==> src/common/gpo_clk_params.svh <==
`ifndef GPO_CLK_PARAMS_SVH
`define GPO_CLK_PARAMS_SVH

// Select field and pin count.
`define GPO_SEL_W         6
`define GPO_PIN_COUNT     3

// Select codes handled by this block.
`define GPO_CODE_HIZ      6'h2E
`define GPO_CODE_LEVEL    6'h2F
`define GPO_CODE_CLK_BASE 6'h30

// Reset values of the select fields and the invert bit.
`define GPO_RESET_SEL_PIN0 6'h3F
`define GPO_RESET_SEL_PINX 6'h2E
`define GPO_RESET_INV      1'b0

// Divider period width and divisors, in crystal clock cycles.
`define GPO_DIV_W         8
`define GPO_DIV_MIN       8'h02
`define GPO_DIV_3         8'h03
`define GPO_DIV_4         8'h04
`define GPO_DIV_6         8'h06
`define GPO_DIV_8         8'h08
`define GPO_DIV_12        8'h0C
`define GPO_DIV_16        8'h10
`define GPO_DIV_24        8'h18
`define GPO_DIV_32        8'h20
`define GPO_DIV_48        8'h30
`define GPO_DIV_64        8'h40
`define GPO_DIV_96        8'h60
`define GPO_DIV_128       8'h80
`define GPO_DIV_192       8'hC0

`endif

==> src/common/gpo_clk_pkg.sv <==
package gpo_clk_pkg;

  // Per-pin configuration as written by the rest of the selector.
  typedef struct packed {
    logic [5:0] sel;
    logic       inv;
  } pin_cfg_t;

  // Per-pin drive towards the pad.
  typedef struct packed {
    logic out;
    logic oe;
  } pin_drive_t;

  // What a select code asks of a pin.
  typedef enum logic [1:0] {
    MODE_LOWER,
    MODE_HIZ,
    MODE_LEVEL,
    MODE_CLOCK
  } pin_mode_t;

endpackage

==> src/hdl/gpo_clock_divider_select.sv <==
`timescale 1ns/100ps
`include "gpo_clk_params.svh"


module gpo_clock_divider_select #(
  parameter int PINS  = `GPO_PIN_COUNT,
  parameter int DIV_W = `GPO_DIV_W
) (
  // Clock and reset.
  input  wire logic                          core_clk,
  input  wire logic                          rst,
  // Configuration writes from the selector register file.
  input  wire logic [PINS-1:0]               cfg_we,
  input  wire gpo_clk_pkg::pin_cfg_t         cfg_wdata,
  // Drive from the lower select codes, owned by other logic.
  input  wire gpo_clk_pkg::pin_drive_t [PINS-1:0] lower_drive,
  // Current configuration, for read back.
  output gpo_clk_pkg::pin_cfg_t [PINS-1:0]   pin_cfg,
  // Pads of the general output pins.
  output logic [PINS-1:0]                    general_output_pin_o,
  output logic [PINS-1:0]                    general_output_pin_oe,
  // Status.
  output logic [PINS-1:0]                    clock_owner,
  output logic                               clock_conflict
);

  gpo_clk_pkg::pin_cfg_t [PINS-1:0] next_pin_cfg;
  gpo_clk_pkg::pin_mode_t [PINS-1:0] pin_mode;
  gpo_clk_pkg::pin_drive_t [PINS-1:0] next_drive;
  logic [PINS-1:0]                   next_out;
  logic [PINS-1:0]                   next_oe;
  logic [PINS-1:0]                   next_owner;
  logic [PINS-1:0]                   clock_request;
  logic                              next_conflict;
  logic                              owner_found;
  logic [5:0]                        owner_sel;
  logic [DIV_W-1:0]                  div_period;
  logic                              div_enable;
  logic                              crystal_clock_divided;

  // Maps a select code to what the pin must do.
  function automatic gpo_clk_pkg::pin_mode_t decode_mode(input logic [5:0] sel);
    if (sel >= `GPO_CODE_CLK_BASE) begin
      decode_mode = gpo_clk_pkg::MODE_CLOCK;
    end else if (sel == `GPO_CODE_LEVEL) begin
      decode_mode = gpo_clk_pkg::MODE_LEVEL;
    end else if (sel == `GPO_CODE_HIZ) begin
      decode_mode = gpo_clk_pkg::MODE_HIZ;
    end else begin
      decode_mode = gpo_clk_pkg::MODE_LOWER;
    end
  endfunction

  // Maps a clock select code to its divisor. A registered divider cannot make /1 or /1.5,
  // so those codes are held at /2 rather than left undefined.
  function automatic logic [DIV_W-1:0] divisor_of(input logic [5:0] sel);
    logic [DIV_W-1:0] d;
    d = `GPO_DIV_MIN;
    unique case (sel[3:0])
      4'h0, 4'h1, 4'h2: d = `GPO_DIV_MIN;
      4'h3: d = `GPO_DIV_3;
      4'h4: d = `GPO_DIV_4;
      4'h5: d = `GPO_DIV_6;
      4'h6: d = `GPO_DIV_8;
      4'h7: d = `GPO_DIV_12;
      4'h8: d = `GPO_DIV_16;
      4'h9: d = `GPO_DIV_24;
      4'hA: d = `GPO_DIV_32;
      4'hB: d = `GPO_DIV_48;
      4'hC: d = `GPO_DIV_64;
      4'hD: d = `GPO_DIV_96;
      4'hE: d = `GPO_DIV_128;
      4'hF: d = `GPO_DIV_192;
    endcase
    divisor_of = d;
  endfunction

  // Tells whether more than one bit of a pin mask is set.
  function automatic logic several_set(input logic [PINS-1:0] mask);
    int ones;
    ones = 0;
    for (int i = 0; i < PINS; i++) begin
      if (mask[i]) begin
        ones++;
      end
    end
    several_set = (ones > 1);
  endfunction

  // Gives the pad drive of one pin. A clock pin that lost the shared divider keeps driving
  // its invert level, so a broken one-clock rule shows as a steady pin, not a second clock.
  function automatic gpo_clk_pkg::pin_drive_t pad_drive(
    input gpo_clk_pkg::pin_mode_t  mode,
    input logic                    inv,
    input gpo_clk_pkg::pin_drive_t lower,
    input logic                    clk_bit
  );
    gpo_clk_pkg::pin_drive_t d;
    d = '0;
    unique case (mode)
      gpo_clk_pkg::MODE_LOWER: begin
        d = lower;
      end
      gpo_clk_pkg::MODE_HIZ: begin
        d.out = 1'b0;
        d.oe  = 1'b0;
      end
      gpo_clk_pkg::MODE_LEVEL: begin
        d.out = inv;
        d.oe  = 1'b1;
      end
      gpo_clk_pkg::MODE_CLOCK: begin
        d.out = clk_bit ^ inv;
        d.oe  = 1'b1;
      end
    endcase
    pad_drive = d;
  endfunction

  // Configuration registers. A write to several pins at once gives them all the same code;
  // the conflict flag then shows it when that code is a clock code.
  always_comb begin
    next_pin_cfg = pin_cfg;
    for (int i = 0; i < PINS; i++) begin
      if (cfg_we[i]) begin
        next_pin_cfg[i] = cfg_wdata;
      end
    end
  end

  always_ff @(posedge core_clk or posedge rst) begin
    if (rst) begin
      for (int i = 0; i < PINS; i++) begin
        if (i == 0) begin
          pin_cfg[i].sel <= `GPO_RESET_SEL_PIN0;
        end else begin
          pin_cfg[i].sel <= `GPO_RESET_SEL_PINX;
        end
        pin_cfg[i].inv <= `GPO_RESET_INV;
      end
    end else begin
      pin_cfg <= next_pin_cfg;
    end
  end

  // Decodes what each pin's select code asks for. Every one of the 64 codes lands in
  // one of four modes, so no code leaves a pin undefined.
  always_comb begin
    for (int i = 0; i < PINS; i++) begin
      pin_mode[i]      = decode_mode(pin_cfg[i].sel);
      clock_request[i] = (pin_mode[i] == gpo_clk_pkg::MODE_CLOCK);
    end
  end

  // Picks the one pin that owns the shared divider; the lowest index wins,
  // so pin 0's reset clock survives while the other pins are set up.
  always_comb begin
    owner_found = 1'b0;
    owner_sel   = `GPO_CODE_CLK_BASE;
    next_owner  = '0;
    for (int i = 0; i < PINS; i++) begin
      if (clock_request[i] && !owner_found) begin
        owner_found   = 1'b1;
        owner_sel     = pin_cfg[i].sel;
        next_owner[i] = 1'b1;
      end
    end
  end

  // Flags a second clock request; only the owner gets the divider.
  always_comb begin
    next_conflict = several_set(clock_request);
  end

  // Feeds the shared divider from the owner's code.
  always_comb begin
    div_enable = owner_found;
    div_period = divisor_of(owner_sel);
  end

  xtal_clock_divider #(
    .DIV_W (DIV_W)
  ) u_divider (
    .core_clk (core_clk),
    .rst      (rst),
    .enable   (div_enable),
    .period   (div_period),
    .clk_div  (crystal_clock_divided)
  );

  // Pad drive for each pin.
  always_comb begin
    for (int i = 0; i < PINS; i++) begin
      next_drive[i] = pad_drive(pin_mode[i], pin_cfg[i].inv, lower_drive[i],
                                next_owner[i] & crystal_clock_divided);
      next_out[i]   = next_drive[i].out;
      next_oe[i]    = next_drive[i].oe;
    end
  end

  // Every pad signal leaves through a flip-flop, so a code change never glitches a pin.
  always_ff @(posedge core_clk or posedge rst) begin
    if (rst) begin
      general_output_pin_o  <= '0;
      general_output_pin_oe <= '0;
      clock_owner           <= '0;
      clock_conflict        <= 1'b0;
    end else begin
      general_output_pin_o  <= next_out;
      general_output_pin_oe <= next_oe;
      clock_owner           <= next_owner;
      clock_conflict        <= next_conflict;
    end
  end

endmodule

==> src/hdl/xtal_clock_divider.sv <==
`timescale 1ns/100ps
`include "gpo_clk_params.svh"

module xtal_clock_divider #(
  parameter int DIV_W = `GPO_DIV_W
) (
  // Clock and reset.
  input  wire logic             core_clk,
  input  wire logic             rst,
  // Control.
  input  wire logic             enable,
  input  wire logic [DIV_W-1:0] period,
  // Divided clock.
  output logic                  clk_div
);

  logic [DIV_W-1:0] count;
  logic [DIV_W-1:0] next_count;
  logic [DIV_W-1:0] last_period;
  logic             next_clk_div;
  logic [DIV_W-1:0] high_len;

  // The count restarts whenever the period changes, so a new divisor starts with a clean high phase.
  always_comb begin
    high_len = period - (period >> 1);
    if (!enable || period != last_period || count >= period - DIV_W'(1)) begin
      next_count = '0;
    end else begin
      next_count = count + DIV_W'(1);
    end
    next_clk_div = enable && (next_count < high_len);
  end

  always_ff @(posedge core_clk or posedge rst) begin
    if (rst) begin
      count       <= '0;
      last_period <= '0;
      clk_div     <= 1'b0;
    end else begin
      count       <= next_count;
      last_period <= period;
      clk_div     <= next_clk_div;
    end
  end

endmodule
==> config.mk <==
export PLATFORM = sky130hd
export DESIGN_NAME = gpo_clock_divider_select
export DESIGN_NICKNAME = d
export VERILOG_FILES = /design/src/common/gpo_clk_pkg.sv /design/src/hdl/gpo_clock_divider_select.sv /design/src/hdl/xtal_clock_divider.sv
export VERILOG_INCLUDE_DIRS = /design/src /design/src/common
export SDC_FILE = /design/constraint.sdc
export NUM_CORES = 1
export LEC_CHECK = 0
export ABC_CLOCK_PERIOD_IN_PS = 5300
export BUFFER_PORTS_ARGS = -buffer_cell sky130_fd_sc_hd__clkbuf_2
export CAP_MARGIN = 10
export CORE_AREA = 8 8 87 89
export CTS_CLUSTER_DIAMETER = 150
export DETAILED_ROUTE_END_ITERATION = 6
export DIE_AREA = 0 0 95 97
export PLACE_DENSITY = 0.75
export SLEW_MARGIN = 20
export SYNTH_ARGS = -nofsm -noshare
export SYNTH_HDL_FRONTEND = slang
export SYNTH_SLANG_ARGS = --single-unit
==> constraint.sdc <==
create_clock -name core_clk -period 5.3 [get_ports core_clk]
set_input_delay 0.53 -clock core_clk [delete_from_list [all_inputs] [get_ports core_clk]]
set_output_delay 0.53 -clock core_clk [all_outputs]
set_load 0.005 [all_outputs]
**After elaboration in Yosys (flattened, before gate mapping)**

Memory sizes are Yosys's and may differ from the RTL's.
Cells that the tools add are included.

- Output and inout bits: 31
- RAM bits: 0
- Memory bits (read-only): 128
- Logic and storage cells: 82
- Memories: 1
- Input bits: 18
- Latch bits: 0
- Flip-flop bits (word level): 48

Memories:

| name | words | width | rd ports | clocked after Yosys merged registers in | write ports | RTL line | source |
|---|---|---|---|---|---|---|---|
| (no name shown) | 16 | 8 | 1 | 0 | 0 | gpo_clock_divider_select.sv:59 | `unique case (sel[3:0])` |

- Shift-type cells: 0
- Div/mod/pow operators: 0
- Multipliers: 0
- Order comparisons: 6
- Add/sub/neg operators: 5
- Bitwise logic cells: 6
- Multiplexer cells: 24
- Reduce and logical (&&, ||, !) cells: 11
- Eq/ne operators: 16

Operators with widths:

| cell | count |
|---|---|
| adder 32 x 2 -> 32 bit (second input constant) | 2 |
| 2-to-1 mux 32 bit | 2 |
| == test 6 bit (second input constant) | 6 |
| > comparator 32 x 2 -> 1 bit (second input constant) | 1 |
| case mux 2 bit (4 select lines) | 3 |
| greater-or-equal comparator 6 bit (second input constant) | 3 |
| == test 2 bit (second input constant) | 6 |
| 2-to-1 mux 2 bit | 6 |
| 2-to-1 mux 4 bit | 3 |
| 2-to-1 mux 1 bit | 9 |
| adder 8 x 1 -> 8 bit (second input constant) | 1 |
| greater-or-equal comparator 8 bit | 1 |
| less-than comparator 8 bit | 1 |
| 2-to-1 mux 8 bit | 1 |
| inequality test 8 bit | 1 |
| subtractor 8 x 1 -> 8 bit (second input constant) | 1 |
| subtractor 8 x 7 -> 8 bit | 1 |
| == test 2 x 1 -> 1 bit (second input constant) | 3 |
| zero test 2 bit | 3 |
| AND 1 bit | 3 |
| logical AND 1 bit | 3 |
| zero test 1 bit | 3 |
| bitwise XOR 1 bit | 3 |
| logical OR 1 bit | 2 |

**Longest topological paths before layout**

Gate-level depths: netlist (run 1).
An unclocked memory read counts as a cell.

- Depth in word-level cells: 19
- Depth in mapped cells: 26

**Cells and area by module**

From an unflattened synthesis (run 1), not the netlist that was laid out.

- Cell total of the unflattened synthesis: 295
- Area total of the unflattened synthesis: 3070.4 sq um

By module, submodules not included:

| module | area each (sq um) | cells each | times used | seq. area each (sq um) |
|---|---|---|---|---|
| xtal_clock_divider | 1541.5 | 160 | 1 | 425.4 |
| gpo_clock_divider_select | 1529.0 | 135 | 1 | 793.3 |

**Worst setup path before layout (run 1)**

OpenSTA, ideal clock, no wires.

- Kind: register -> register
- Start: register pin_cfg[6] (netlist name)
- End: register u_divider.clk_div
- Arrival time: 4972 ps
- Library setup time: 133 ps
- Path buffers: 0
- Required time: 5167 ps
- Cell stages (with the launch flop): 25
- Clock period less this slack: 5106 ps
- Setup slack: 194 ps
- Cells stage by stage: dfstp_2 -> and2_1 -> inv_1 -> ha_1 -> nand4b_1 -> a31o_2 -> a21oi_1 -> nand2b_1 -> ha_1 -> inv_1 -> o21ai_0 -> a21boi_1 -> xnor2_1 -> ha_1 -> a2111oi_0 -> o21ai_0 -> a21oi_1 -> nand2_1 -> nand4b_2 -> nor2_1 -> ha_1 -> o21ai_0 -> a211o_1 -> nor4b_1 -> a211oi_1

- Word-level cells in the longest chain between the ends: 19
- Elaborated cells between the ends (all ways): 28
- Those cells by class: 2 x add/sub; 3 x order compare; 4 x eq/ne; 10 x mux; 8 x reduce/logical; 1 x memory

Ends and longest elaborated chain:

| what | RTL line | source |
|---|---|---|
| from (decl) | gpo_clock_divider_select.sv:18 | `output gpo_clk_pkg::pin_cfg_t [PINS-1:0] pin_cfg,` |
| from (signal assigned) | gpo_clock_divider_select.sv:142 | `pin_cfg <= next_pin_cfg;` |
| branches (longest 3 deep; another with greater-or-equal comparator 6 bit) | n/a |  |
| 2-to-1 mux 2 bit (*) | gpo_clock_divider_select.sv:43 | `` if (sel >= `GPO_CODE_CLK_BASE) begin `` |
| == test 2 bit (*) | gpo_clock_divider_select.sv:151 | `clock_request[i] = (pin_mode[i] == gpo_clk_pkg::MODE_CLOCK);` |
| named net clock_request[0] | gpo_clock_divider_select.sv:33 | `logic [PINS-1:0] clock_request;` |
| 2-to-1 mux 1 bit | gpo_clock_divider_select.sv:162 | `if (clock_request[i] && !owner_found) begin` |
| zero test 1 bit | gpo_clock_divider_select.sv:162 |  |
| logical AND 1 bit | gpo_clock_divider_select.sv:162 |  |
| 2-to-1 mux 1 bit | gpo_clock_divider_select.sv:162 |  |
| [... 4 more ...] | n/a |  |
| subtractor 8 x 1 -> 8 bit or inequality test 8 bit (tied branches) | xtal_clock_divider.sv:26 | `if (!enable \|\| period != last_period \|\| count >= period - DIV_W'(1)) begin` |
| greater-or-equal comparator 8 bit or logical OR 1 bit (tied branches) | xtal_clock_divider.sv:26 |  |
| logical OR 1 bit (*) | xtal_clock_divider.sv:26 |  |
| 2-to-1 mux 8 bit (*) | xtal_clock_divider.sv:26 |  |
| named net u_divider.next_count[2] | xtal_clock_divider.sv:18 | `logic [DIV_W-1:0] next_count;` |
| less-than comparator 8 bit (*) | xtal_clock_divider.sv:31 | `next_clk_div = enable && (next_count < high_len);` |
| logical AND 1 bit (*) | xtal_clock_divider.sv:31 |  |
| named net u_divider.next_clk_div | xtal_clock_divider.sv:20 | `logic next_clk_div;` |
| to (signal assigned) | xtal_clock_divider.sv:42 | `clk_div <= next_clk_div;` |
| to (decl) | xtal_clock_divider.sv:14 | `output logic clk_div` |

Mark *: on every way through the listed nets, which the timed path passes.
A chain may end at the register's enable or synchronous reset.

**Worst setup path in the final report (run 1)**

- Start: register pin_cfg[6] (netlist name)
- End: register u_divider.clk_div

- Word-level cells in the longest chain between the ends: 19
- Elaborated cells between the ends (all ways): 28
- Those cells by class: 2 x add/sub; 3 x order compare; 4 x eq/ne; 10 x mux; 8 x reduce/logical; 1 x memory

Ends and longest elaborated chain:

| what | RTL line | source |
|---|---|---|
| branches (longest 3 deep; another with greater-or-equal comparator 6 bit) | n/a |  |
| 2-to-1 mux 2 bit (*) | gpo_clock_divider_select.sv:43 |  |
| == test 2 bit (*) | gpo_clock_divider_select.sv:151 |  |
| named net clock_request[0] | gpo_clock_divider_select.sv:33 |  |
| 2-to-1 mux 1 bit | gpo_clock_divider_select.sv:162 |  |
| zero test 1 bit | gpo_clock_divider_select.sv:162 |  |
| logical AND 1 bit | gpo_clock_divider_select.sv:162 |  |
| 2-to-1 mux 1 bit | gpo_clock_divider_select.sv:162 |  |
| [... 4 more ...] | n/a |  |
| named net div_period[3] | gpo_clock_divider_select.sv:37 | `logic [DIV_W-1:0] div_period;` |
| subtractor 8 x 1 -> 8 bit or inequality test 8 bit (tied branches) | xtal_clock_divider.sv:26 |  |
| greater-or-equal comparator 8 bit or logical OR 1 bit (tied branches) | xtal_clock_divider.sv:26 |  |
| logical OR 1 bit (*) | xtal_clock_divider.sv:26 |  |
| 2-to-1 mux 8 bit (*) | xtal_clock_divider.sv:26 |  |
| named net u_divider.next_count[6] | xtal_clock_divider.sv:18 |  |
| less-than comparator 8 bit (*) | xtal_clock_divider.sv:31 |  |
| logical AND 1 bit (*) | xtal_clock_divider.sv:31 |  |
| named net u_divider.next_clk_div | xtal_clock_divider.sv:20 |  |

Marks and branches as above.

==> impl_metrics.ini, run 1 <==
[power_and_ir_drop]
p_per_area_nw_per_um2 = 341.2
switchingPower_w = 0.0005292
p_total_w = 0.001334
leakagePower_nw = 1.770
p_comb_share_pct = 49.3
p_sw_share_pct = 39.67
pwr-share-clk_pct = 17.0
p_int_w = 0.0008046
p_seq_share_pct = 33.7
irDropWorstVdd_mv = 0.1655

[critical_path]
critPathLaunchType = register
cp_max_fo = 8
required_ps = 5480
reg2regPathDepth = 23
critical_path_class = register to register
regToRegEndpoint = u_divider.clk_div
cp.arrival_ps = 5490
rrSetupSlack_ps = -5
end_kind = register
timing.rr.start = pin_cfg[6]

[placed_design]
place_hpwl_um = 5782
io_buffers = 48
gp_congestion = 0.8930

[synthesis]
ys_types = 54
seq_area_frac_synth_pct = 39.05
synth-main-ff-cell = dfrtp_1
ys_ff_latch = 48
synth_common_cells = ha_1, dfrtp_1, nand2_1
syn_inst = 298
async_reset_ff_share_pct = 100.0
synth_edf_count = 0
yosysTopAreaCell = dfrtp_1
synth_top_area_share_pct = 27.27
ys_warn_count = 0
yosysMostFrequentCell = ha_1
avgSynthCellArea_um2 = 10.47
syn-num-nets = 352
synth_area_leaders = dfrtp_1, ha_1, dfstp_2
synth_area_um2 = 3120

[hold_path]
hp-class = input port to asynchronous set/reset pin

[timing]
finalHoldViolations = 0
fmax_mhz = 188.5
rsz0062_at_grt = true
clock_skew_ps = 7.124
finalSetupViolCount = 1
slew_violations = 0
worst_pin_slew_ps = 801.3
setup_ws_ps = -5.138
maxSlewHeadroom_pct = 46.52
min_period_ps = 5305
timing.final.crit_share_pct = 100.1

[global_routing]
grt.total_usage_pct = 16.50
grt_start_max_net_pins = 49
grt_overflow = 0
antenna_found_initial = 0
grt_pass1_wl_um = 12320
grt_pass1_vias = 2512

[floorplanning]
coreArea_um2 = 6205
rows = 29
die_w_um = 95
start_util_pct = 50.29
dieArea_um2 = 9215
dieHeight_um = 97
pin_count = 49

[finish]
fin_util_pct = 63.00
synthToLayoutAreaGrowth_pct = 25.26
drive_gt1_share_pct = 42.70
multi_input_area_um2 = 2032
nets = 423
fillers = 487
seqCellArea_um2 = 1219
insertedDiodeCount = 0

[drt]
top_layer = met4
drc = 0
wl_met2_um = 4009
wl_met3_um = 287
met1_length_um = 3423
drt-total-wl_um = 7849
vias = 2522
detail-route-antenna-nets = 0
dr.pass1.iters = 4
routedWlPerCell_um = 17.56
viasPerCell = 5.642
drtIter0Drc = 119

[clocking]
htreeDepth = 2
cts_root_buf = clkbuf_8
cts_tree = yes
cts_max_path_buffers = 2
clkTransAtPathRegs_ps = 90
cts.sinks = 48
ctsHoldBuffers = 0
cts_buffers = 5
insertion_delay_ps = 310

[run_status]
failed_checks = setup timing
status = finished with violations

[job]
drv_cap = 0
worst max-delay path by stage:
stage	slack (ps)	from	end
after floorplan	190	pin_cfg[6]	u_divider.clk_div
after global placement	-120	pin_cfg[5]	u_divider.clk_div
after detailed placement	-370	pin_cfg[5]	u_divider.clk_div
after CTS	10	pin_cfg[5]	u_divider.clk_div
after global routing	-230	pin_cfg[5]	u_divider.clk_div
final	-5	pin_cfg[6]	u_divider.clk_div
cells by family after synthesis:
family / count (synthesis) / synth area share (%)
mux: 23 / 8.180
flops: 48 / 39.05
simple gates: 85 / 15.24
fa+ha+maj: 36 / 14.68
compound gates: 61 / 14.23
xor+xnor: 20 / 5.614
buf+inv: 25 / 3.007
worst max-delay path, cell delays in order (launching register included):
cell and delay [ps]:
dfstp_2 540, and2_4 150, inv_4 50, ha_4 180, nand4b_1 300, a31o_4 330
nor4_4 330, or2_4 200, inv_4 50, ha_2 170, a21boi_4 150, xnor2_2 140
ha_1 360, a2111oi_2 380, o21ai_1 120, a21oi_1 170, nand2_1 90, nand4b_4 300
nor2_4 190, ha_1 180, nand2_2 70, a211o_1 310, nor4b_2 320, a211oi_1 120
registers in the layout, indices dropped and copies added, names as in the netlist:
signal,flops
clock_owner,3
pin_cfg,21
u_divider.count,8
clock_conflict,1
general_output_pin_oe,3
general_output_pin_o,3
u_divider.clk_div,1
u_divider.last_period,8
metrics by stage:
step / setup WS [ps] / cells / setup TNS [ps] / hold slack [ps] / instance area, µm²
5_1_grt: -227.1 / 447 / -227.1 / 392.3 / 3909
3_3_place_gp: -119.2 / 433 / -119.2 / 523.9 / 3543
3_5_place_dp: -367.0 / 433 / -367.0 / 514.2 / 3543
6_report: -5.138 / 447 / -5.138 / 323.0 / 3909
2_1_floorplan: 194.3 / 298 / 0 / 473.4 / 3120
4_1_cts: 11.08 / 441 / 0 / 416.8 / 3662
power by group through the flow:
stage | Combinational, W | Clock, W | Sequential (W)
final | 0.000658 | 0.000227 | 0.000449
after global routing | 0.000723 | 0.000243 | 0.000455
after CTS | 0.000542 | 0.000230 | 0.000448
after detailed placement | 0.000529 | 0 | 0.000454
after global placement | 0.000509 | 0 | 0.000453
after floorplan | 0.000371 | 0 | 0.000450
placed cells by master (no fill, tap or decap), types with 3 or more instances in the layout:
cell type,count
and4b_2,3
dfrtp_1,34
nand2_2,3
nand4b_1,4
clkbuf_2,48
nor2_1,11
nand4_1,5
mux2_2,20
dfstp_2,14
nand2_1,22
nand3_1,7
xor2_1,7
o21a_1,3
o21ai_0,14
clkbuf_8,5
nor3_1,5
ha_1,28
xnor2_1,11
buf_4,19
a21oi_1,12
nor2_4,4
mux2i_1,3
ha_4,5
o21bai_1,4
inv_1,17
per-layer routing:
layer  track usage [%]  vias up
met5                 0        -
met4             6.490        0
met3             2.859       13
met2             25.96       53
met1             21.69     1240
li1                  -     1216
layout make-up:
| type | instances | area share, % |
|---|---|---|
| clock buffers | 5 | 1.761 |
| clock inverters | 3 | 0.5442 |
| well taps | 77 | 2.465 |
| flip-flops and latches | 48 | 31.18 |
| repair buffers | 67 | 9.795 |
| inverters | 22 | 2.273 |
| multi-input cells | 225 | 51.98 |
timing repair:
action,CTS,global route
buffers inserted,0,6
gates resized for setup,6,45
pin swaps,0,17
gates cloned,0,0
setup endpoints to repair,1,1
Power figures use the tool's default switching activity.
==> run 2: changes to the inputs <==
PLACE_DENSITY = 0.8   (was 0.75)
==> run 2 against run 1 <==
  * The flow now finishes without violations
  * Register-to-register slack improved by 180 ps
  * Critical endpoint unchanged
  * Largest cell class unchanged
  * Non-clock buffer count rose by 7
  * Fmax rose by 3.6%
  * Highest routed layer unchanged
  * Clock power rose by 16%
  * Worst setup slack improved by 180 ps
  * Combinational power fell by 4.1%
  * Sequential power barely moved
  * Power rose by 0.69%
  * Die area did not move
  * Critical path depth rose by 1
  * First-iteration DRC count rose by 42%
==> impl_metrics.ini, run 2 (synthesis results as in run 1) <==
[critical_path]
critPathMaxStageDelay_ps = 550
crit_chain = and2_4 > inv_2 > ha_4 > nand4b_1 > buf_4 > a31oi_4 > nor4_4 > or2_4 > inv_2 > ha_1 > a21boi_2 > xnor2_1 > ha_1 > a2111oi_4 > o21ai_1 > a21oi_1 > nand2_1 > nand4b_4 > nor2_4 > ha_2 > o21ai_1 > a211o_1 > nor4b_2 > a211oi_1
crit_family = compound AO/OA/AOI/OAI gates
reg2regPathDepth = 24
crit_slowest_cell = dfstp_2
critPathBufInv = 3
required_ps = 5470
cp_max_fo = 8
cp.depth = 24
cp.arrival_ps = 5290
end_kind = register
critical_path_class = register to register
critPathLaunchType = register

[timing]
whs_ps = 339.0
finalHoldViolations = 0
timing.final.crit_share_pct = 96.64
slew_violations = 0
fmax_mhz = 195.2
min_period_ps = 5122
maxSlewHeadroom_pct = 46.95
clock_skew_ps = 9.804
worst_pin_slew_ps = 794.8
finalSetupViolCount = 0
setup_ws_ps = 177.9

[global_routing]
grt_pass1_vias = 2652
grt_start_max_net_pins = 49
antenna_found_initial = 0
grt_overflow = 0
grt_pass1_wl_um = 12700
grt.total_usage_pct = 16.84

[placed_design]
pre_cts_ws_ps = -129.4
io_buffers = 48
gp_congestion = 0.9249
placed_area_um2 = 3536
place_hpwl_um = 6041

[clocking]
cts_max_path_buffers = 2
htreeDepth = 2
ctsHoldBuffers = 0
insertion_delay_ps = 300
cts_tree = yes
cts.sinks = 48
cts_root_buf = clkbuf_8
cts_buffers = 5
clkTransAtPathRegs_ps = 100

[drt]
drc = 0
vias = 2530
drt-total-wl_um = 8059
dr.pass1.iters = 4
viasPerCell = 5.573
detail-route-antenna-nets = 0
drtIter0Drc = 169
routedWlPerCell_um = 17.75

[finish]
synthToLayoutAreaGrowth_pct = 26.42
regMostFlops = pin_cfg
drive_gt1_share_pct = 41.91
nets = 430
final_common_cell = clkbuf_2
layout_common_cells = clkbuf_2, dfrtp_1, ha_1
insertedDiodeCount = 0
post-route-cell-area_um2 = 3945
largest_reg_flops = 21
reg.largest.list = pin_cfg x21, u_divider.count x8, u_divider.last_period x8

[run_status]
status = complete, no violations

[power_and_ir_drop]
pwr-share-clk_pct = 19.6
switchingPower_w = 0.0005075
p_total_w = 0.001343
p_sw_share_pct = 37.79
p_per_area_nw_per_um2 = 340.4
p_comb_share_pct = 47.0
irDropWorstVdd_mv = 0.2150
p_seq_share_pct = 33.4
leakagePower_nw = 1.804
p_int_w = 0.0008355

[floorplanning]
die_w_um = 95
pin_count = 49
dieArea_um2 = 9215
dieHeight_um = 97
rows = 29
start_util_pct = 50.29
coreArea_um2 = 6205

[hold_path]
hp-class = input port to asynchronous set/reset pin

[job]
drv_cap = 0
[run 2: final timing paths]
kind	startpoint	to	slack [ps]
hold reg to reg	u_divider.count[0]	u_divider.count[0]	580
setup / recovery	pin_cfg[6]	u_divider.clk_div	180
hold / removal	rst	u_divider.clk_div	340
setup reg to reg	pin_cfg[6]	u_divider.clk_div	180
max in group asynchronous	rst	u_divider.last_period[6]	4480
min in group core_clk	lower_drive[4]	general_output_pin_oe[2]	460
[run 2: cell type report]
cell class	count	area, µm²
clock buffers	5	68.82
well taps	77	96.34
flip-flops and latches	48	1219
multi-input cells	225	1999
fillers	472	2260
repair buffers	74	435.4
inverters	22	83.83
clock inverters	3	42.54
[run 2: power groups by stage]
stage | clock, W | combinational, W | sequential [W]
2_1_floorplan | 0 | 0.000371 | 0.000450
3_5_place_dp | 0 | 0.000533 | 0.000454
3_3_place_gp | 0 | 0.000510 | 0.000453
4_1_cts | 0.000271 | 0.000548 | 0.000447
5_1_grt | 0.000285 | 0.000698 | 0.000453
6_report | 0.000263 | 0.000631 | 0.000449
[run 2: metrics by stage]
stage | instances | util [%] | setup TNS (ps)
finish | 454 | 63.58 | 0
global route | 454 | 63.58 | -125.4
CTS | 441 | 59.35 | 0
detailed placement | 432 | 56.99 | -129.4
global placement | 432 | 56.99 | 0
floorplan | 298 | - | 0
[run 2: metal layers]
layer,global-route usage [%],routed length (µm)
met1,21.38,3445
met2,28.64,4196
met3,2.782,345
met4,3.966,72
met5,0,0
[run 2: timing repair]
action	4_1_cts	5_1_grt
setup buffers	1	13
endpoints found under the setup margin	1	1
gates resized for setup	7	36
cloned	0	0
pin swaps	0	16
endpoints found under the hold margin	0	0
